[src/gpio_level_pkg.sv]
// constants for the pin level and status register block
package gpio_level_pkg;
    localparam int NUM_PINS = 13;
    localparam int ADDR_W = 8;
    localparam int DATA_W = 16;
    localparam int SYNC_STAGES = 2;
    localparam logic [7:0] PIN_STATUS_OFFSET = 8'hE6;
    localparam int UNUSED_LSB = 13;
    localparam logic [2:0] UNUSED_VALUE = 3'h7;
    localparam logic [12:0] LEVEL_RESET = 13'h0000;
    localparam logic [12:0] NO_DRIVE = 13'h1FFF;
    localparam logic [15:0] UNMAPPED_READ = 16'h0000;
    localparam logic [15:0] READ_RESET = {UNUSED_VALUE, LEVEL_RESET};
endpackage

[src/gpio_pin_level_register.sv]
// pin level and status register for thirteen general-purpose pins
// What this block does
// - One level bit per pin: status bit n is pin n, pins 0-12.
// - Input pin: reading its bit returns the sampled pin level.
// - Input pin: writing zero clears only that pin's event flag.
// - Output pin: writing its bit sets the value driven on the pin.
`timescale 1ns/1ps
`default_nettype none
module gpio_pin_level_register (
    input wire logic clock_i,
    input wire logic rst_n_i,
    // control interface register port
    input wire logic [7:0] reg_addr_i,
    input wire logic [15:0] reg_wdata_i,
    input wire logic reg_wr_i,
    input wire logic reg_rd_i,
    output logic [15:0] reg_rdata_o,
    // per-pin direction from the pin configuration, 1 = output
    input wire logic [12:0] pin_dir_i,
    // event pulses from the pin edge detection logic
    input wire logic [12:0] event_set_i,
    output logic [12:0] event_flag_o,
    // pin pads
    input wire logic [12:0] pin_in_i,
    output logic [12:0] pin_out_o,
    output logic [12:0] pin_oe_n_o
);
    logic [12:0] sync_level;
    logic [12:0] out_latch;
    logic [12:0] flag;
    logic [12:0] oe_n;
    logic [15:0] rdata;

    wire addr_hit;
    wire wr_hit;
    wire rd_hit;
    wire [12:0] in_mask;
    wire [12:0] clear_mask;
    wire [12:0] next_out_latch;
    wire [12:0] next_flag;
    wire [12:0] level_view;
    wire [15:0] read_view;
    wire [15:0] next_rdata;

    // pad levels cross into the clock domain
    pin_sync #(
        .WIDTH(gpio_level_pkg::NUM_PINS)
    ) u_pin_sync (
        .clock_i(clock_i),
        .rst_n_i(rst_n_i),
        .async_i(pin_in_i),
        .sync_o(sync_level)
    );

    // address decode for the single mapped register
    assign addr_hit = (reg_addr_i == gpio_level_pkg::PIN_STATUS_OFFSET);
    assign wr_hit = reg_wr_i & addr_hit;
    assign rd_hit = reg_rd_i & addr_hit;
    assign in_mask = ~pin_dir_i;

    // writes land in the output latch only for output pins
    assign next_out_latch = wr_hit ? ((out_latch & in_mask) | (reg_wdata_i[12:0] & pin_dir_i))
                                   : out_latch;

    // a written zero on an input pin clears its own flag
    assign clear_mask = wr_hit ? (~reg_wdata_i[12:0] & in_mask) : 13'h0000;

    // a new event wins over a clear in the same cycle
    assign next_flag = event_set_i | (flag & ~clear_mask);

    // bit n shows pin n: sampled level for inputs, driven value for outputs
    assign level_view = (sync_level & in_mask) | (out_latch & pin_dir_i);

    // unused top bits are constant ones, untouched by writes or reset
    assign read_view = {gpio_level_pkg::UNUSED_VALUE, level_view};

    // read data is captured on a read, held otherwise
    assign next_rdata = !reg_rd_i ? rdata :
                        (addr_hit ? read_view : gpio_level_pkg::UNMAPPED_READ);

    // level, flag and drive state
    always_ff @(posedge clock_i)
    begin
        if (!rst_n_i)
        begin
            out_latch <= gpio_level_pkg::LEVEL_RESET;
            flag <= gpio_level_pkg::LEVEL_RESET;
            oe_n <= gpio_level_pkg::NO_DRIVE;
        end
        else
        begin
            out_latch <= next_out_latch;
            flag <= next_flag;
            oe_n <= in_mask;
        end
    end

    // read data register
    always_ff @(posedge clock_i)
    begin
        if (!rst_n_i)
        begin
            rdata <= gpio_level_pkg::READ_RESET;
        end
        else
        begin
            rdata <= next_rdata;
        end
    end

    // outputs straight from flip-flops
    assign reg_rdata_o = rdata;
    assign event_flag_o = flag;
    assign pin_out_o = out_latch;
    assign pin_oe_n_o = oe_n;
endmodule // gpio_pin_level_register
`default_nettype wire

[src/pin_sync.sv]
// two-stage synchroniser for the pin input levels
`timescale 1ns/1ps
`default_nettype none
module pin_sync #(
    parameter int WIDTH = 13
) (
    input wire logic clock_i,
    input wire logic rst_n_i,
    input wire logic [WIDTH-1:0] async_i,
    output logic [WIDTH-1:0] sync_o
);
    logic [WIDTH-1:0] meta;

    // first stage feeds only the second stage
    always_ff @(posedge clock_i)
    begin
        if (!rst_n_i)
        begin
            meta <= '0;
            sync_o <= '0;
        end
        else
        begin
            meta <= async_i;
            sync_o <= meta;
        end
    end
endmodule // pin_sync
`default_nettype wire
[config.mk]
export PLATFORM = sky130hd
export DESIGN_NAME = gpio_pin_level_register
export DESIGN_NICKNAME = d
export VERILOG_FILES = /design/src/gpio_level_pkg.sv /design/src/gpio_pin_level_register.sv /design/src/pin_sync.sv
export SDC_FILE = /design/constraint.sdc
export NUM_CORES = 1
export LEC_CHECK = 0
export BUFFER_PORTS_ARGS = -buffer_cell sky130_fd_sc_hd__buf_2
export CAP_MARGIN = 20
export CORE_UTILIZATION = 24
export DETAILED_ROUTE_END_ITERATION = 10
export GPL_ROUTABILITY_DRIVEN = 0
export RECOVER_POWER = 25
export SYNTH_ARGS = -nofsm -noshare
export SYNTH_HDL_FRONTEND = slang
export SYNTH_HIERARCHICAL = 1
export SYNTH_SLANG_ARGS = --single-unit
[constraint.sdc]
create_clock -name clock_i -period 1.2 [get_ports clock_i]
set_input_delay 0 -clock clock_i [delete_from_list [all_inputs] [get_ports clock_i]]
set_output_delay 0 -clock clock_i [all_outputs]
set_load 0.05 [all_outputs]
==> summary.txt, run 1 <==
Status
  • Status: completed

Finish
  • Nets: 521
  • Finished Layout Cells: 606
  • Post-route cell area: 4470 um2
  • Layout cells sized above 1: 36.4%
  • Layout area overhead: 52.4%
  • Util after Layout: 37.4%
  • Antenna Cells: 0

GRT
  • Initial antenna violation count: 0
  • First-pass GRT wire length: 13000 um
  • Largest net degree at the start of global routing: 93
  • Tot GR Track Use: 13.3%
  • Vias in the first global route: 2623
  • Gr ovfl total: 0

Routing
  • Initial drt markers: roughly 130
  • Post-route ant nets: 0
  • # DRC: 0
  • Final wirelength: 8080 um
  • Drt pass-1 iters: 4
  • Vias per std cell: 4.35
  • Routed WL per cell: 13.3 um
  • Vias: 2637

CTS
  • CTS root buf: clkbuf_16
  • TritonCTS Buffers: 9
  • H-tree depth: 3
  • Clk_lat worst skew: 0.33 ns
  • Postcts setup bufs: 0
  • Total number of clock tree sinks: 79
  • CTS Hold Bufs: 52
  • Post-cts resize count: 0
  • TritonCTS clock tree: yes
  • Clock-pin transition on the worst setup and hold timing paths: 0.06 ns
  • CTS Buffer Depth: 2

Logic synthesis
  • Cells after Synth: 289
  • Synth area leader: dfxtp_1
  • Mapped Avg Cell Area: about 10 um2
  • Mapped cell area: 2930 um2
  • Number of synthesized flops with an enable pin: 0
  • Area contributors post-synth: dfxtp_1 (54%), nand4_1 (5.5%), and2_2 (5.1%)
  • Syn nets: around 360
  • Synth Warn #: 6
  • Post-synth cell types: 22
  • Yosys reg bits: 79
  • Commonest cells post-synth: dfxtp_1 (79), nand2_1 (39), nand4_1 (26)
  • Top cell type's share of synthesized area: 53.9%
  • Most common cell in the netlist: dfxtp_1
  • Seq/Total Area, Yosys: 53.9%
  • Share of synthesized registers carrying an async set or reset: 0%
  • Synth Flop Type: dfxtp_1

Flow run
  • MaxCap Viol Count: 0

Min path
  • Worst Hold Depth: 3
  • HP Class: in2reg
  • Worst hold start: rst_n_i
  • Min-Delay Endpoint: pin_oe_n_o[11]

Floorplanning
  • I/O Pins: 122
  • Die height: 113 um
  • Die W: 113 um
  • Initial Utilization: 24.5%
  • Core Area: 12000 um2
  • Row Count: 40
  • DIE AREA: 12700 um2

STA
  • Minimum clock period: 1.05 ns
  • Hold Vio Cnt, Final: 0
  • Fin crit share: approximately 87%
  • Fmax: 955 MHz
  • Post-route setup TNS: 0 ns
  • Slew HR: 73.0%
  • Least-Margin Pin Slew: 0.404 ns
  • Clock Skew: 0.00497 ns
  • Unrepaired setup endpoints after global routing: no
  • Slew Viols, Final: 0
  • Final Setup Violations: 0

Power
  • Power density cells: 1440 nW/um2
  • LEAKAGE: 2.01 nW
  • Total power: approximately 6.4 mW
  • VDD IR max: roughly 0.00067 V

Worst setup path
  • CP Capture Type: flip-flop
  • R2R Path End: reg_rdata_o[3]
  • R2r worst-path depth: 3
  • CP Max Fanout: 4
  • CP startpoint kind: primary input
  • Crit path from: pin_dir_i[1]
  • Req. time, crit path: 1.42 ns
  • Crit path cell chain: dlygate4sd3_1 > clkbuf_1 > mux2_2 > nand4_1 > a21boi_0
  • Max incr delay on CP: 0.52 ns
  • Slowest cell on crit path: dlygate4sd3_1
  • Crit path DAT: 1.26 ns
  • Register-to-register setup slack: 0.29 ns
  • Crit Path Category: in2reg

Placed design
  • Detailed placement HPWL: 5200 um
  • IO buf count: 118
  • Placed Instances: 538
  • Placed cell areas: 3640 um2
-- cell families after synthesis --
kind of cell           after synthesis  synth area share (%)
muxes                               26                  9.43
and+or+nand+nor                    123                  23.6
DFF                                 79                  53.9
buffers and inverters               22                  5.25
AOI/OAI and AO/OA                   39                  7.76
-- stage by stage --
stage,hold slack (ns),setup WS [ns]
2_1_floorplan,0.0619,0.0358
3_3_place_gp,0.207,0.110
3_5_place_dp,0.207,0.0643
4_1_cts,0.117,0.193
5_1_grt,0.144,0.0823
6_report,0.108,0.153
-- report_power, final --
part	leakage (nW)	switching, mW	internal (mW)
registers	0.651	0.0296	2.72
logic	1.20	0.452	0.322
clock network	0.152	1.08	1.82
-- worst max-delay path by stage --
stage                     slack, ns             end  cells after the start
after floorplan                0.04  reg_rdata_o[0]                      3
after global placement         0.11  reg_rdata_o[0]                      5
after detailed placement       0.06  reg_rdata_o[4]                      5
after CTS                      0.19    pin_out_o[3]                      1
after global routing           0.08  reg_rdata_o[8]                      5
final                          0.15  reg_rdata_o[1]                      5
-- cell type report --
cell class                      instances  area, um2
Tap cell                              147        184
Timing Repair Buffer                  176       1180
Fill cell                            1173       7490
Sequential cell                        79       1580
Multi-Input combinational cell        188       1200
Clock buffer                            9        225
Clock inverter                          7       97.6
-- metal layers --
layer | part of all wire [%] | track usage (%)
met1 | 47 | 16.5
met2 | 46 | 21.3
met3 | 4.5 | 2.70
met4 | 2.6 | 7.82
met5 | 0 | 0
-- cells in the final DEF, fill, tap and decap left out, drive strengths merged, types with 14 or more instances in the layout --
master and n:
buf 117, and2 26, nand2b 14, dlygate4sd3 52
nand4 26, clkbuf 16, nand2 39, dfxtp 79
-- critical path, delay by kind of cell --
kind | cells | cell delay (ns)
AOI/OAI and AO/OA | 1 | 0.08
buffers and inverters | 2 | 0.73
muxes | 1 | 0.36
and+or+nand+nor | 1 | 0.09
No activity file was read; power rests on OpenSTA's default activity.
==> inputs of run 2 (changes only) <==
- GPL_TIMING_DRIVEN: default -> 0
==> run 2 against run 1 <==
Effect of this change:
- critical path depth down 3
- maximum frequency down 5.5%
- wire length up 7.1%
- utilization up 0.52 points
- hold slack worse by 0.075 ns
- final cell count up 2.5%
- via count up 1.3%
- clock-buffer cell count up 4
- global-route usage up 0.87 points
- register-to-register slack about the same
- power down 1.1%
- sequential cell count unchanged
==> summary.txt, run 2 (synthesized netlist as in run 1, its figures left out) <==
CTS
  • Clk_lat worst skew: 0.34 ns
  • Postcts setup bufs: 0
  • TritonCTS clock tree: yes
  • CTS root buf: clkbuf_16
  • H-tree depth: 3
  • Total number of clock tree sinks: 79
  • TritonCTS Buffers: 9
  • Post-cts resize count: 0
  • CTS Buffer Depth: 2
  • Clock-pin transition on the worst setup and hold timing paths: 0.06 ns

STA
  • Unrepaired setup endpoints after global routing: no
  • Fin crit share: 92.3%
  • Final Setup Violations: 0
  • Least-Margin Pin Slew: 0.482 ns
  • Slew HR: 67.9%
  • Slew Viols, Final: 0
  • Post-route setup TNS: 0 ns
  • Hold Vio Cnt, Final: 0
  • Fmax: ~900 MHz
  • Setup ws final: 0.0922 ns
  • Clock Skew: 0.00600 ns
  • Minimum clock period: 1.11 ns
  • Hold Slack: about 0.033 ns

Worst setup path
  • Register-to-register setup slack: 0.30 ns
  • Worst setup path end: reg_rdata_o[14]
  • CP startpoint kind: flip-flop
  • Crit path from: reg_rdata_o[14]
  • Crit path DAT: 1.11 ns
  • CP Capture Type: output pin
  • Crit Path Category: reg2out
  • Req. time, crit path: 1.20 ns
  • R2r worst-path depth: 3
  • CP Max Fanout: 4
  • R2R Path End: reg_rdata_o[2]

Placed design
  • Detailed placement HPWL: 6250 um
  • Pre-CTS WS: -0.103 ns
  • Placed cell areas: 3700 um2
  • IO buf count: approximately 120

Floorplanning
  • Row Count: 40
  • Initial Utilization: 24.5%
  • I/O Pins: 122
  • DIE AREA: 12700 um2
  • Core Area: 12000 um2
  • Die W: 113 um
  • Die height: 113 um

Finish
  • Leading cell type in the layout, fill and taps excluded: buf_2
  • Layout cells sized above 1: 38.0%
  • Nets: 536
  • Post-route cell area: 4530 um2
  • Util after Layout: 37.9%
  • Commonest non-fill, non-tap cells in the layout: buf_2 (120), dfxtp_1 (79), dlygate4sd3_1 (52)
  • Antenna Cells: 0
  • Layout area overhead: 54.6%

Routing
  • Initial drt markers: approximately 100
  • Routed WL per cell: 13.9 um
  • Vias: approximately 2700
  • Vias per std cell: between 4 and 5
  • Post-route ant nets: 0
  • # DRC: 0
  • Drt pass-1 iters: 4
  • Final wirelength: between 8000 and 9000 um

Min path
  • Worst Hold Depth: 3
  • HP Class: in2reg

GRT
  • Largest net degree at the start of global routing: 13
  • First-pass GRT wire length: roughly 14000 um
  • Initial antenna violation count: 0
  • Tot GR Track Use: 14.1%
  • Vias in the first global route: approximately 2800
  • Gr ovfl total: 0

Power
  • Power density cells: 1400 nW/um2
  • LEAKAGE: around 2.1 nW
  • VDD IR max: 0.000633 V

Status
  • Status: completed

Flow run
  • MaxCap Viol Count: 0
==> run 2: layer usage <==
layer	global-route usage (%)	share of wire, %
met4	7.82	3.1
met5	0	0
met2	23.4	47
met1	17.0	45
met3	3.13	4.8
==> run 2: where the power goes <==
group          leakage [nW]  switching [mW]  total, mW  internal [mW]
registers             0.651          0.0315       2.75           2.72
logic                  1.26           0.461      0.796          0.336
clock network         0.156            1.03       2.81           1.77
==> run 2: how the worst min path moves through the flow <==
stage	start	end	slack [ns]
after global placement	pin_dir_i[0]	pin_oe_n_o[0]	0.21
after global routing	reg_wr_i	flip-flop	0.06
after detailed placement	pin_dir_i[0]	pin_oe_n_o[0]	0.21
after CTS	reg_wr_i	flip-flop	0.02
after floorplan	pin_dir_i[0]	pin_oe_n_o[0]	0.06
final	reg_wr_i	flip-flop	0.03
==> run 2: timing repair <==
action,4_1_cts,5_1_grt
endpoints found under the setup margin,0,0
hold buffers,52,0
hold endpoints to repair,52,0
==> run 2: layout make-up <==
cell class / instances / area, um2
timing repair buffer: 169 / 1110
multi-input combinational: 188 / 1200
sequential: 79 / 1580
fill: 1172 / 7430
tap: 147 / 184
buffer: 22 / 154
clock inverter: 3 / 40.0
clock buffer: 13 / 270
==> run 2: worst max-delay path, stage by stage, from the launching register on <==
cell and delay [ns]:
dfxtp_1 0.40, buf_4 0.13, buf_2 0.24
==> run 2: stage by stage <==
| stage | total power [mW] | std cells |
|---|---|---|
| 4_1_cts | 6.42 | 621 |
| 6_report | 6.36 | 621 |
| 5_1_grt | 6.62 | 621 |
| 3_5_place_dp | 3.48 | 553 |
| 2_1_floorplan | 3.21 | 289 |
| 3_3_place_gp | 3.47 | 553 |
